--- config.mk ---
export PLATFORM = sky130hd
export DESIGN_NAME = sss_port
export DESIGN_NICKNAME = d
export VERILOG_FILES = /design/src/sss_pkg.sv /design/src/sss_flag_if.sv /design/src/sss_flags.sv /design/src/sss_port.sv
export SDC_FILE = /design/constraint.sdc
export NUM_CORES = 1
export LEC_CHECK = 0
export BUFFER_PORTS_ARGS = -buffer_cell sky130_fd_sc_hd__buf_2
export CAP_MARGIN = 10
export CORE_ASPECT_RATIO = 0.75
export CORE_MARGIN = 2
export CORE_UTILIZATION = 37
export DETAILED_ROUTE_END_ITERATION = 6
export PLACE_DENSITY = 0.73
export SLEW_MARGIN = 10
export SYNTH_ARGS = -nofsm -noshare
export SYNTH_HDL_FRONTEND = slang
export SYNTH_SLANG_ARGS = --single-unit
export TNS_END_PERCENT = 50
--- constraint.sdc ---
create_clock -name ref_clk -period 2.4 [get_ports ref_clk]
set_input_delay 0.72 -clock ref_clk [delete_from_list [all_inputs] [get_ports ref_clk]]
set_output_delay 0.72 -clock ref_clk [all_outputs]
set_load 0.02 [all_outputs]
--- src/sss_pkg.sv ---
// Constants, register map and helpers for the serial port status block.
// Assumes one 25 MHz clock and an Avalon-MM master reaching the registers.
// Functional notes
// - In I2C mode stop-seen marks a last-detected stop; zero at reset and when disabled.
// - In I2C mode start-seen marks a last-detected start; zero at reset and when disabled.
// - Direction bit of last address match held until next start, stop or nack.
// - Buffer-full set when a received word lands in the buffer, clear when empty.
// - I2C transmit keeps buffer-full high until the transmission completes.
// - Eight-bit control register, reset zero: write_collision_flag, overflow, enable, polarity, mode.
// - Enabled SPI mode hands clock, data-out and data-in pins to the port.
package sss_pkg;

	// ------------------------------------------------------------
	// Register map (byte addresses)
	// ------------------------------------------------------------
	localparam int         ADDR_W       = 6;
	localparam logic [5:0] OFS_BUF      = 6'h10;
	localparam logic [5:0] OFS_CTRL     = 6'h14;
	localparam logic [5:0] OFS_STAT     = 6'h18;
	localparam logic [5:0] OFS_IRQ_STAT = 6'h1c;
	localparam logic [5:0] OFS_IRQ_MASK = 6'h20;
	localparam logic [7:0] CTRL_RST     = 8'h00;
	localparam logic [7:0] BYTE_ZERO    = 8'h00;
	localparam logic [23:0] PAD_ZERO    = 24'h000000;

	// ------------------------------------------------------------
	// Field positions
	// ------------------------------------------------------------
	localparam int CTRL_WRITE_COLLISION_FLAG    = 7;
	localparam int CTRL_OVF     = 6;
	localparam int CTRL_EN      = 5;
	localparam int CTRL_CKP     = 4;
	localparam int I2C_MODE_BIT = 3;
	localparam int EV_W         = 5;
	localparam int EV_RX        = 0;
	localparam int EV_START     = 1;
	localparam int EV_STOP      = 2;
	localparam int EV_WRITE_COLLISION_FLAG      = 3;
	localparam int EV_OVF       = 4;
	localparam logic [EV_W-1:0] EV_ZERO = 5'h00;

	typedef enum {BUS_IDLE, BUS_ACK} sss_bus_type;

	function automatic logic is_i2c(input logic [3:0] mode);
		return mode[I2C_MODE_BIT];
	endfunction

endpackage

--- src/sss_flag_if.sv ---
// Carrier between the register front end and the status flag tracker.
// Assumes both ends run on the same clock.
`timescale 1ns/1ps
interface sss_flag_if;
	logic enable;
	logic i2c;
	logic start_ev;
	logic stop_ev;
	logic nack_ev;
	logic match_ev;
	logic match_rw;
	logic rx_load;
	logic buf_read;
	logic buf_write;
	logic tx_done;
	logic start_seen;
	logic stop_seen;
	logic read_write_flag;
	logic buffer_full_flag;
	logic tx_busy;

	modport ctrl (output enable, i2c, start_ev, stop_ev, nack_ev, match_ev, match_rw,
		rx_load, buf_read, buf_write, tx_done,
		input start_seen, stop_seen, read_write_flag, buffer_full_flag, tx_busy);
	modport flags (input enable, i2c, start_ev, stop_ev, nack_ev, match_ev, match_rw,
		rx_load, buf_read, buf_write, tx_done,
		output start_seen, stop_seen, read_write_flag, buffer_full_flag, tx_busy);
endinterface

--- src/sss_flags.sv ---
// Bus condition, direction and buffer-full tracking.
// Assumes events are single-cycle pulses on ref_clk from the shift engine.
`timescale 1ns/1ps
module sss_flags
	import sss_pkg::*;
(
	input wire logic ref_clk,
	input wire logic rst,
	sss_flag_if.flags fi
);

	logic start_q, start_d;
	logic stop_q,  stop_d;
	logic rw_q,    rw_d;
	logic busy_q,  busy_d;
	logic bf_q,    bf_d;

	// ------------------------------------------------------------
	// Next state
	// ------------------------------------------------------------
	always_comb
	begin
		start_d = start_q;
		stop_d  = stop_q;
		rw_d    = rw_q;
		busy_d  = busy_q;
		bf_d    = bf_q;
		if (fi.i2c)
		begin
			if (fi.start_ev)
			begin
				start_d = 1'b1;
				stop_d  = 1'b0;
				rw_d    = 1'b0;
			end
			else if (fi.stop_ev)
			begin
				stop_d  = 1'b1;
				start_d = 1'b0;
				rw_d    = 1'b0;
			end
			if (fi.nack_ev)
				rw_d = 1'b0;
			if (fi.match_ev)
				rw_d = fi.match_rw;
		end
		if (fi.tx_done)
			busy_d = 1'b0;
		if (fi.buf_write && fi.i2c)
			busy_d = 1'b1;
		// A read cannot empty the buffer while an I2C transmit is still shifting out (busy_q)
		if ((fi.buf_read && !busy_q) || fi.tx_done)
			bf_d = 1'b0;
		if (fi.rx_load || (fi.buf_write && fi.i2c))
			bf_d = 1'b1;
		if (!fi.enable)
		begin
			start_d = 1'b0;
			stop_d  = 1'b0;
			rw_d    = 1'b0;
			busy_d  = 1'b0;
		end
	end

	always_ff @(posedge ref_clk or posedge rst)
	begin
		if (rst)
		begin
			start_q <= 1'b0;
			stop_q  <= 1'b0;
			rw_q    <= 1'b0;
			busy_q  <= 1'b0;
			bf_q    <= 1'b0;
		end
		else
		begin
			start_q <= start_d;
			stop_q  <= stop_d;
			rw_q    <= rw_d;
			busy_q  <= busy_d;
			bf_q    <= bf_d;
		end
	end

	assign fi.start_seen       = start_q;
	assign fi.stop_seen        = stop_q;
	assign fi.read_write_flag  = rw_q;
	assign fi.tx_busy          = busy_q;
	assign fi.buffer_full_flag = bf_q;
endmodule // sss_flags

--- src/sss_port.sv ---
// Register front end of the serial port: control, buffer, status, interrupts.
// Assumes an Avalon-MM master on ref_clk and a shift engine on the same clock.
`timescale 1ns/1ps
module sss_port
	import sss_pkg::*;
(
	input  wire logic              ref_clk,
	input  wire logic              rst,
	input  wire logic [ADDR_W-1:0] avs_address,
	input  wire logic              avs_read,
	input  wire logic              avs_write,
	input  wire logic [3:0]        avs_byteenable,
	input  wire logic [31:0]       avs_writedata,
	output logic      [31:0]       avs_readdata,
	output logic                   avs_waitrequest,
	input  wire logic              start_det,
	input  wire logic              stop_det,
	input  wire logic              nack_det,
	input  wire logic              addr_match,
	input  wire logic              addr_rw,
	input  wire logic              address_update_flag,
	input  wire logic              rx_done,
	input  wire logic [7:0]        rx_word,
	input  wire logic              tx_done,
	output logic                   port_enable_bit,
	output logic                   clock_polarity_select,
	output logic      [3:0]        port_mode_select,
	output logic      [7:0]        tx_word,
	output logic                   tx_start,
	output logic                   serial_pins_sel,
	output logic                   irq
);

	sss_flag_if fi ();

	sss_bus_type          st_q, st_d;
	logic                 wait_q, wait_d;
	logic [31:0]          rdata_q, rdata_d;
	logic [7:0]           ctrl_q, ctrl_d;
	logic [7:0]           buf_q, buf_d;
	logic                 txs_q, txs_d;
	logic                 pins_q, pins_d;
	logic                 ua_q, ua_d;
	logic [EV_W-1:0]      ist_q, ist_d;
	logic [EV_W-1:0]      msk_q, msk_d;
	logic                 irq_q, irq_d;
	logic                 acc;
	logic                 wr_acc;
	logic                 rd_acc;
	logic                 buf_wr;
	logic                 buf_rd;
	logic                 en;
	logic                 i2c;
	logic                 write_collision_flag_ev;
	logic                 ovf_ev;
	logic                 rx_load;
	logic [EV_W-1:0]      ev;
	logic [7:0]           stat_vec;

	// ------------------------------------------------------------
	// Helpers
	// ------------------------------------------------------------
	function automatic logic [7:0] read_mux(input logic [ADDR_W-1:0] a);
		logic [7:0] r;
		r = BYTE_ZERO;
		if (a == OFS_BUF)
			r = buf_q;
		else if (a == OFS_CTRL)
			r = ctrl_q;
		else if (a == OFS_STAT)
			r = stat_vec;
		else if (a == OFS_IRQ_STAT)
			r = {3'h0, ist_q};
		else if (a == OFS_IRQ_MASK)
			r = {3'h0, msk_q};
		return r;
	endfunction

	function automatic logic hit(input logic [ADDR_W-1:0] a, input logic [ADDR_W-1:0] o);
		return a == o;
	endfunction

	// ------------------------------------------------------------
	// Flag tracker
	// ------------------------------------------------------------
	sss_flags u_flags
	(
		.ref_clk (ref_clk),
		.rst     (rst),
		.fi      (fi.flags)
	);

	assign en  = ctrl_q[CTRL_EN];
	assign i2c = is_i2c(ctrl_q[3:0]);

	// All flag bits come from flops of one edge, so a read sees one snapshot
	assign stat_vec = {2'h0, 1'b0, fi.stop_seen, fi.start_seen, fi.read_write_flag,
		ua_q, fi.buffer_full_flag};

	// ------------------------------------------------------------
	// Avalon slave: one wait state on every access
	// ------------------------------------------------------------
	always_comb
	begin
		st_d    = st_q;
		wait_d  = 1'b1;
		rdata_d = rdata_q;
		case (st_q)
			BUS_IDLE:
			begin
				if (avs_read || avs_write)
				begin
					st_d    = BUS_ACK;
					wait_d  = 1'b0;
					rdata_d = {PAD_ZERO, read_mux(avs_address)};
				end
			end
			BUS_ACK:
				st_d = BUS_IDLE;
			default:
				st_d = BUS_IDLE;
		endcase
	end

	always_ff @(posedge ref_clk or posedge rst)
	begin
		if (rst)
		begin
			st_q    <= BUS_IDLE;
			wait_q  <= 1'b1;
			rdata_q <= 32'h00000000;
		end
		else
		begin
			st_q    <= st_d;
			wait_q  <= wait_d;
			rdata_q <= rdata_d;
		end
	end

	// Side effects only at the edge where the master sees waitrequest low
	assign acc    = (st_q == BUS_ACK);
	assign wr_acc = acc && avs_write && avs_byteenable[0];
	assign rd_acc = acc && avs_read;
	assign buf_wr = wr_acc && hit(avs_address, OFS_BUF);
	assign buf_rd = rd_acc && hit(avs_address, OFS_BUF);

	// ------------------------------------------------------------
	// Control, buffer and pin hand-over
	// ------------------------------------------------------------
	assign write_collision_flag_ev = buf_wr && fi.tx_busy;
	assign ovf_ev  = rx_done && en && fi.buffer_full_flag;
	// Word that overruns a full buffer is dropped; old data stays
	assign rx_load = rx_done && en && !fi.buffer_full_flag;

	always_comb
	begin
		ctrl_d = ctrl_q;
		buf_d  = buf_q;
		txs_d  = 1'b0;
		if (wr_acc && hit(avs_address, OFS_CTRL))
			ctrl_d = avs_writedata[7:0];
		if (write_collision_flag_ev)
			ctrl_d[CTRL_WRITE_COLLISION_FLAG] = 1'b1;
		if (ovf_ev)
			ctrl_d[CTRL_OVF] = 1'b1;
		if (buf_wr && !write_collision_flag_ev)
		begin
			buf_d = avs_writedata[7:0];
			txs_d = en;
		end
		if (rx_load)
			buf_d = rx_word;
		pins_d = en && !i2c;
		ua_d   = i2c && en && address_update_flag;
	end

	always_ff @(posedge ref_clk or posedge rst)
	begin
		if (rst)
		begin
			ctrl_q <= CTRL_RST;
			buf_q  <= BYTE_ZERO;
			txs_q  <= 1'b0;
			pins_q <= 1'b0;
			ua_q   <= 1'b0;
		end
		else
		begin
			ctrl_q <= ctrl_d;
			buf_q  <= buf_d;
			txs_q  <= txs_d;
			pins_q <= pins_d;
			ua_q   <= ua_d;
		end
	end

	// ------------------------------------------------------------
	// Flag tracker hookup
	// ------------------------------------------------------------
	assign fi.enable    = en;
	assign fi.i2c       = i2c;
	assign fi.start_ev  = start_det;
	assign fi.stop_ev   = stop_det;
	assign fi.nack_ev   = nack_det;
	assign fi.match_ev  = addr_match;
	assign fi.match_rw  = addr_rw;
	assign fi.rx_load   = rx_load;
	assign fi.buf_read  = buf_rd;
	assign fi.buf_write = buf_wr && !write_collision_flag_ev && en;
	assign fi.tx_done   = tx_done;

	// ------------------------------------------------------------
	// Interrupts: sticky, write one to clear, new event wins
	// ------------------------------------------------------------
	always_comb
	begin
		ev           = EV_ZERO;
		ev[EV_RX]    = rx_load;
		ev[EV_START] = start_det && i2c && en;
		ev[EV_STOP]  = stop_det && i2c && en;
		ev[EV_WRITE_COLLISION_FLAG]  = write_collision_flag_ev;
		ev[EV_OVF]   = ovf_ev;
		ist_d        = ist_q;
		msk_d        = msk_q;
		if (wr_acc && hit(avs_address, OFS_IRQ_STAT))
			ist_d = ist_q & ~avs_writedata[EV_W-1:0];
		if (wr_acc && hit(avs_address, OFS_IRQ_MASK))
			msk_d = avs_writedata[EV_W-1:0];
		ist_d = ist_d | ev;
		irq_d = |(ist_d & msk_d);
	end

	always_ff @(posedge ref_clk or posedge rst)
	begin
		if (rst)
		begin
			ist_q <= EV_ZERO;
			msk_q <= EV_ZERO;
			irq_q <= 1'b0;
		end
		else
		begin
			ist_q <= ist_d;
			msk_q <= msk_d;
			irq_q <= irq_d;
		end
	end

	// ------------------------------------------------------------
	// Outputs
	// ------------------------------------------------------------
	assign avs_readdata          = rdata_q;
	assign avs_waitrequest       = wait_q;
	assign port_enable_bit       = ctrl_q[CTRL_EN];
	assign clock_polarity_select = ctrl_q[CTRL_CKP];
	assign port_mode_select      = ctrl_q[3:0];
	assign tx_word               = buf_q;
	assign tx_start              = txs_q;
	assign serial_pins_sel       = pins_q;
	assign irq                   = irq_q;
endmodule // sss_port

==> flow_metrics.py, run 1 <==
metrics = {
    "setup_path": {
        "critical_path_buf_inv_count": 1,
        "crit_path_cell_trace": "buf_2 > or4b_4 > o41ai_2 > nand2_1 > a222oi_1 > o221ai_1",
        "crit_path_start": "avs_address[5]",
        "cp.required_ns": 2.54,
        "cp-end-kind": "register",
        "cp_max_fo": 4,
        "max_stage_delay_ns": 0.57,
        "r2r_start": "st_q[0]",
        "crit_slowest_cell": "or4b_4",
        "critPathTopFamily": "compound AO/OA/AOI/OAI gates",
        "path_class": "in -> reg",
        "startpoint_type": "primary input",
        "path_depth": 6,
        "reg2reg_depth": 5,
        "critPathArrivalTime_ns": 2.45,
    },
    "timing": {
        "timing.final.ws_setup_ns": 0.0866,
        "fin_skew_ns": 0.00535,
        "slew_headroom_pct": 62.4,
        "hold_violations": 0,
        "maxSlewViolCount": 0,
        "setup_viol_count_final": 0,
        "layout_min_cycle_time_ns": 2.31,
        "tightest_slew_ns": 0.565,
        "fmax_mhz": 432,
        "rsz0062_at_grt": "false",
        "fin_crit_sh_pct": 96.4,
    },
    "finish": {
        "diodes": 0,
        "design_area_um2": 2830,
        "finalNetCount": 381,
        "drive_above_1_share_pct": 30.9,
        "syn_to_final_growth_pct": 20.4,
    },
    "clock_network": {
        "cts_root_buf": "clkbuf_8",
        "worstSkewPairLatency_ns": 0.28,
        "cts.sinks": 45,
        "cts_made_buffers": 5,
        "tritoncts": "yes",
        "holdBufCountCts": 0,
        "htree_levels": 2,
        "ctsLongestPathBuffers": 2,
        "clk_pin_slew_ns": 0.08,
        "cts_setup_buffers": 0,
    },
    "floorplanning": {
        "ios": 112,
        "fp.dieH_um": 73.1,
        "initial_core_util_pct": 37.8,
        "num_rows": 25,
        "die_w_um": 96.1,
        "die_area_um2": 7020,
        "core_um2": 6220,
    },
    "placement": {
        "io_buffers": 60,
        "dpl_worst_slack_ns": -0.267,
        "gp_congestion": 0.919,
        "hpwl_um": 4510,
        "place_area_um2": 2730,
    },
    "run_status": {
        "status": "complete, no violations",
    },
    "routing": {
        "ant_nets": 0,
        "remaining_drc_errors": 0,
        "via_count": 2016,
        "drt-wirelength-per-cell_um": 14.8,
        "finalWirelength_um": 5930,
        "via_per_inst": 5.03,
        "drtPass1Iterations": 4,
        "drtIter0Drc": 143,
    },
    "pwr": {
        "peakVddDrop_mv": 0.343,
        "power_density_nw_per_um2": 636,
        "power_leakage_nw": 1.49,
        "fin_total_pwr_mw": 1.80,
    },
    "grt": {
        "grt_pass1_vias": 1972,
        "antenna_found_initial": 0,
        "grt_max_degree": 46,
        "grt-ovfl-total": 0,
        "grt_use_total_pct": 17.4,
        "grt_pass1_wl_um": 9490,
    },
    "yosys": {
        "synth-edff-count": 0,
        "syn_area_per_cell_um2": 9.52,
        "yosys.cell_count.top_type": "dfrtp_1",
        "synth.top_cells.by_area": "dfrtp_1 47%, buf_4 9.3%, a21oi_1 5.5%",
        "ys.flop_type": "dfrtp_1",
        "synth_area_leader_cell": "dfrtp_1",
        "synth_common_cells": "44 x dfrtp_1, 29 x buf_4, 26 x a21oi_1",
        "synth_area_um2": 2350,
        "synth_cells": 247,
        "synth_cell_type_count": 36,
        "ys_seq_area_share_pct": 47.9,
        "synth_top_area_share_pct": 46.8,
        "ys_async_sr_fraction_pct": 100,
        "synth-seq-cells": 45,
        "ys_warn_count": 0,
    },
    "worst_hold_path": {
        "hold_path_depth": 2,
        "hold_path_startpoint": "avs_readdata[5]",
        "hold_class": "reg -> reg",
    },
    "job": {
        "maxCapViolations": 0,
    },
}
==> flip-flops by register name (all words and copies together) (netlist names) <==
signal	flops
tx_word	8
u_flags.fi.read_write_flag	1
ua_q	1
irq	1
u_flags.fi.buffer_full_flag	1
avs_readdata	8
ist_q	5
u_flags.fi.start_seen	1
u_flags.fi.stop_seen	1
msk_q	5
avs_waitrequest	1
ctrl_q	8
tx_start	1
u_flags.fi.tx_busy	1
st_q	1
serial_pins_sel	1
==> per-layer routing <==
metal,share of wire [%],vias to the layer above,track usage (%)
met5,0,-,0
met4,0.32,0,2.54
met3,9.4,2,4.34
met2,46,96,27.1
met1,45,968,25.1
li1,-,950,-
==> placed cells by master (no fill, tap or decap), drive strengths merged <==
cell,n
clkinv,1
nand3,7
o221ai,1
nor2b,5
o22ai,1
nand4,2
clkbuf,8
a22oi,3
nor3b,2
nand2,24
or4b,1
dfstp,1
nand4b,1
a222oi,1
o41ai,4
nand3b,2
mux2i,10
conb,24
a32oi,3
nor2,25
dfrtp,44
nor4b,1
o21ai,11
and2,1
inv,8
a21oi,26
and3,8
o31ai,5
nor3,2
buf,81
a21boi,1
mux2,6
==> through the flow <==
stage	util [%]	hold WS [ns]	TNS, ns	cells
detailed placement	43.9	0.474	-3.70	393
global route	45.5	0.519	0	401
global placement	43.9	0.465	-3.13	393
finish	45.5	0.483	0	401
floorplan	-	0.462	0	270
CTS	45.3	0.492	0	401
==> timing repair <==
action                                  CTS  global route
endpoints found under the setup margin    0            11
gates resized for setup                   0             2
hold endpoints to repair                  0             0
==> cell families (layout without fill, tap and decap cells) <==
group	after synthesis	after routing	share of synthesized area, %
other	1	24	0.159
muxes	16	16	7.13
DFF	45	45	47.9
AOI/OAI and AO/OA	56	56	14.7
and+or+nand+nor	81	81	17.3
buffers and inverters	48	98	12.7
==> worst reg2reg max path, cell delays in order, from the launching register on <==
cell,delay [ns]
dfrtp_1,0.41
and3_1,0.20
nand4_1,0.21
mux2_2,0.38
a222oi_1,0.42
o221ai_1,0.19
==> path summary, 6_finish.rpt <==
check	slack, ns	to
worst max-delay path	0.09	irq
worst min-delay path	0.48	avs_readdata[5]
min in group asynchronous	0.56	avs_readdata[4]
worst max register to register	0.45	irq
worst min register to register	0.48	avs_readdata[5]
max in group asynchronous	1.46	u_flags.fi.tx_busy
==> where the power goes <==
part | leakage (nW) | internal (mW) | switching [mW]
logic | 0.834 | 0.150 | 0.270
clock network | 0.0455 | 0.235 | 0.237
registers | 0.606 | 0.845 | 0.0649
==> layout make-up <==
cell class	count	area, um^2
Fill cell	601	3390
Clock buffer	8	90.1
Tap cell	81	101
Inverter	9	33.8
Multi-Input combinational cell	177	1020
Timing Repair Buffer	81	458
Sequential cell	45	1130
Power figures use the tool's default switching activity.
==> run 2: changes to the inputs <==
==> constraint.sdc (replaced) <==
create_clock -name ref_clk -period 2.4 [get_ports ref_clk]
set_input_delay 0.12 -clock ref_clk [delete_from_list [all_inputs] [get_ports ref_clk]]
set_output_delay 0.12 -clock ref_clk [all_outputs]
set_load 0.02 [all_outputs]
==> flow_metrics.py, run 2 (synthesized netlist as in run 1, its figures left out) <==
metrics = {
    "run_status": {
        "status": "complete, no violations",
    },
    "grt": {
        "grt_pass1_wl_um": 9430,
        "grt_max_degree": 46,
        "antenna_found_initial": 0,
        "grt_use_total_pct": 17.9,
        "grt_pass1_vias": 1900,
        "grt-ovfl-total": 0,
    },
    "finish": {
        "final_cell_mix": "60 x buf_2, 44 x dfrtp_1, 26 x a21oi_1",
        "instances_no_fill": 389,
        "utilization_pct": 44.1,
        "drive_above_1_share_pct": 28.2,
        "fill_cells": 628,
        "design_area_um2": 2750,
        "final_common_cell": "buf_2",
        "diodes": 0,
        "syn_to_final_growth_pct": 16.8,
        "finalNetCount": 369,
    },
    "timing": {
        "maxSlewViolCount": 0,
        "fmax_mhz": 473,
        "setup_tns_ns": 0,
        "holdWs_ns": 0.0600,
        "hold_violations": 0,
        "rsz0062_at_grt": "false",
        "layout_min_cycle_time_ns": 2.12,
        "tightest_slew_ns": 0.572,
        "fin_crit_sh_pct": 88.2,
        "timing.final.ws_setup_ns": 0.284,
        "fin_skew_ns": 0.00643,
        "setup_viol_count_final": 0,
        "slew_headroom_pct": 61.9,
    },
    "clock_network": {
        "cts.sinks": 45,
        "clk_pin_slew_ns": 0.08,
        "cts_made_buffers": 5,
        "worstSkewPairLatency_ns": 0.30,
        "ctsLongestPathBuffers": 2,
        "cts_resized": 0,
        "tritoncts": "yes",
        "cts_root_buf": "clkbuf_8",
        "htree_levels": 2,
    },
    "routing": {
        "ant_nets": 0,
        "finalWirelength_um": 5910,
        "via_per_inst": 5.08,
        "via_count": 1977,
        "drtIter0Drc": 145,
        "drt-wirelength-per-cell_um": 15.2,
        "remaining_drc_errors": 0,
        "drtPass1Iterations": 4,
    },
    "setup_path": {
        "path_class": "reg -> reg",
        "cp-end-kind": "register",
        "cp.required_ns": 2.56,
        "critPathArrivalTime_ns": 2.27,
        "startpoint_type": "register",
        "cp_max_fo": 5,
    },
    "placement": {
        "hpwl_um": 4350,
        "place_area_um2": 2640,
        "place_inst": 380,
        "dpl_worst_slack_ns": 0.213,
        "gp_congestion": 0.883,
        "io_buffers": 60,
    },
    "floorplanning": {
        "core_um2": 6220,
        "fp.dieH_um": 73.1,
        "initial_core_util_pct": 37.8,
        "die_w_um": 96.1,
        "num_rows": 25,
        "die_area_um2": 7020,
        "ios": 112,
    },
    "pwr": {
        "power_density_nw_per_um2": 668,
        "peakVddDrop_mv": 0.252,
        "fin_total_pwr_mw": 1.83,
        "power_leakage_nw": 1.44,
    },
    "job": {
        "maxCapViolations": 0,
    },
    "worst_hold_path": {
        "hold_class": "in -> reg",
    },
}
## run 2: routing by layer
| layer | wire length (um) | global-route usage [%] |
|---|---|---|
| met2 | 2740 | 28.0 |
| met3 | 593 | 4.55 |
| met4 | 48 | 4.76 |
| met1 | 2540 | 24.7 |
| met5 | 0 | 0 |
## run 2: area by class of cell
| type | instances | area [um^2] | area share, % |
|---|---|---|---|
| flip-flops and latches | 45 | 1130 | 41.0 |
| multi-input cells | 177 | 1010 | 36.9 |
| repair buffers | 69 | 370 | 13.5 |
| well taps | 81 | 101 | 3.69 |
| clock buffers | 7 | 96.3 | 3.51 |
| inverters | 9 | 33.8 | 1.23 |
| clock inverters | 1 | 5.00 | 0.182 |
## run 2: power breakdown
part	leakage [nW]	internal [mW]	total, mW	switching, mW
Combinational	0.775	0.140	0.407	0.266
Clock	0.0542	0.260	0.514	0.254
Sequential	0.606	0.845	0.913	0.0683
Total	1.44	1.25	1.83	0.589
## run 2: repair_timing
action | in CTS | in global routing
endpoints found under the hold margin | 44 | 0
setup buffers | 0 | 0
hold buffers | 1 | 0
## run 2: critical path, stage by stage (launching register included)
cell,delay [ns]
dfrtp_1,0.39
and3_1,0.29
nand4_1,0.32
mux2_2,0.39
a222oi_1,0.39
o221ai_1,0.20
## run 2: path summary, 6_finish.rpt
kind                                    to       startpoint  slack, ns  cells after the start
min in group asynchronous  avs_readdata[6]              rst       0.48                      4
min                             tx_word[6]       rx_word[6]       0.06                      3
max reg2reg                            irq          st_q[0]       0.28                      5
min reg2reg                avs_readdata[5]  avs_readdata[5]       0.49                      2
max in group asynchronous  avs_readdata[0]              rst       1.51                      4
max                                    irq          st_q[0]       0.28                      5
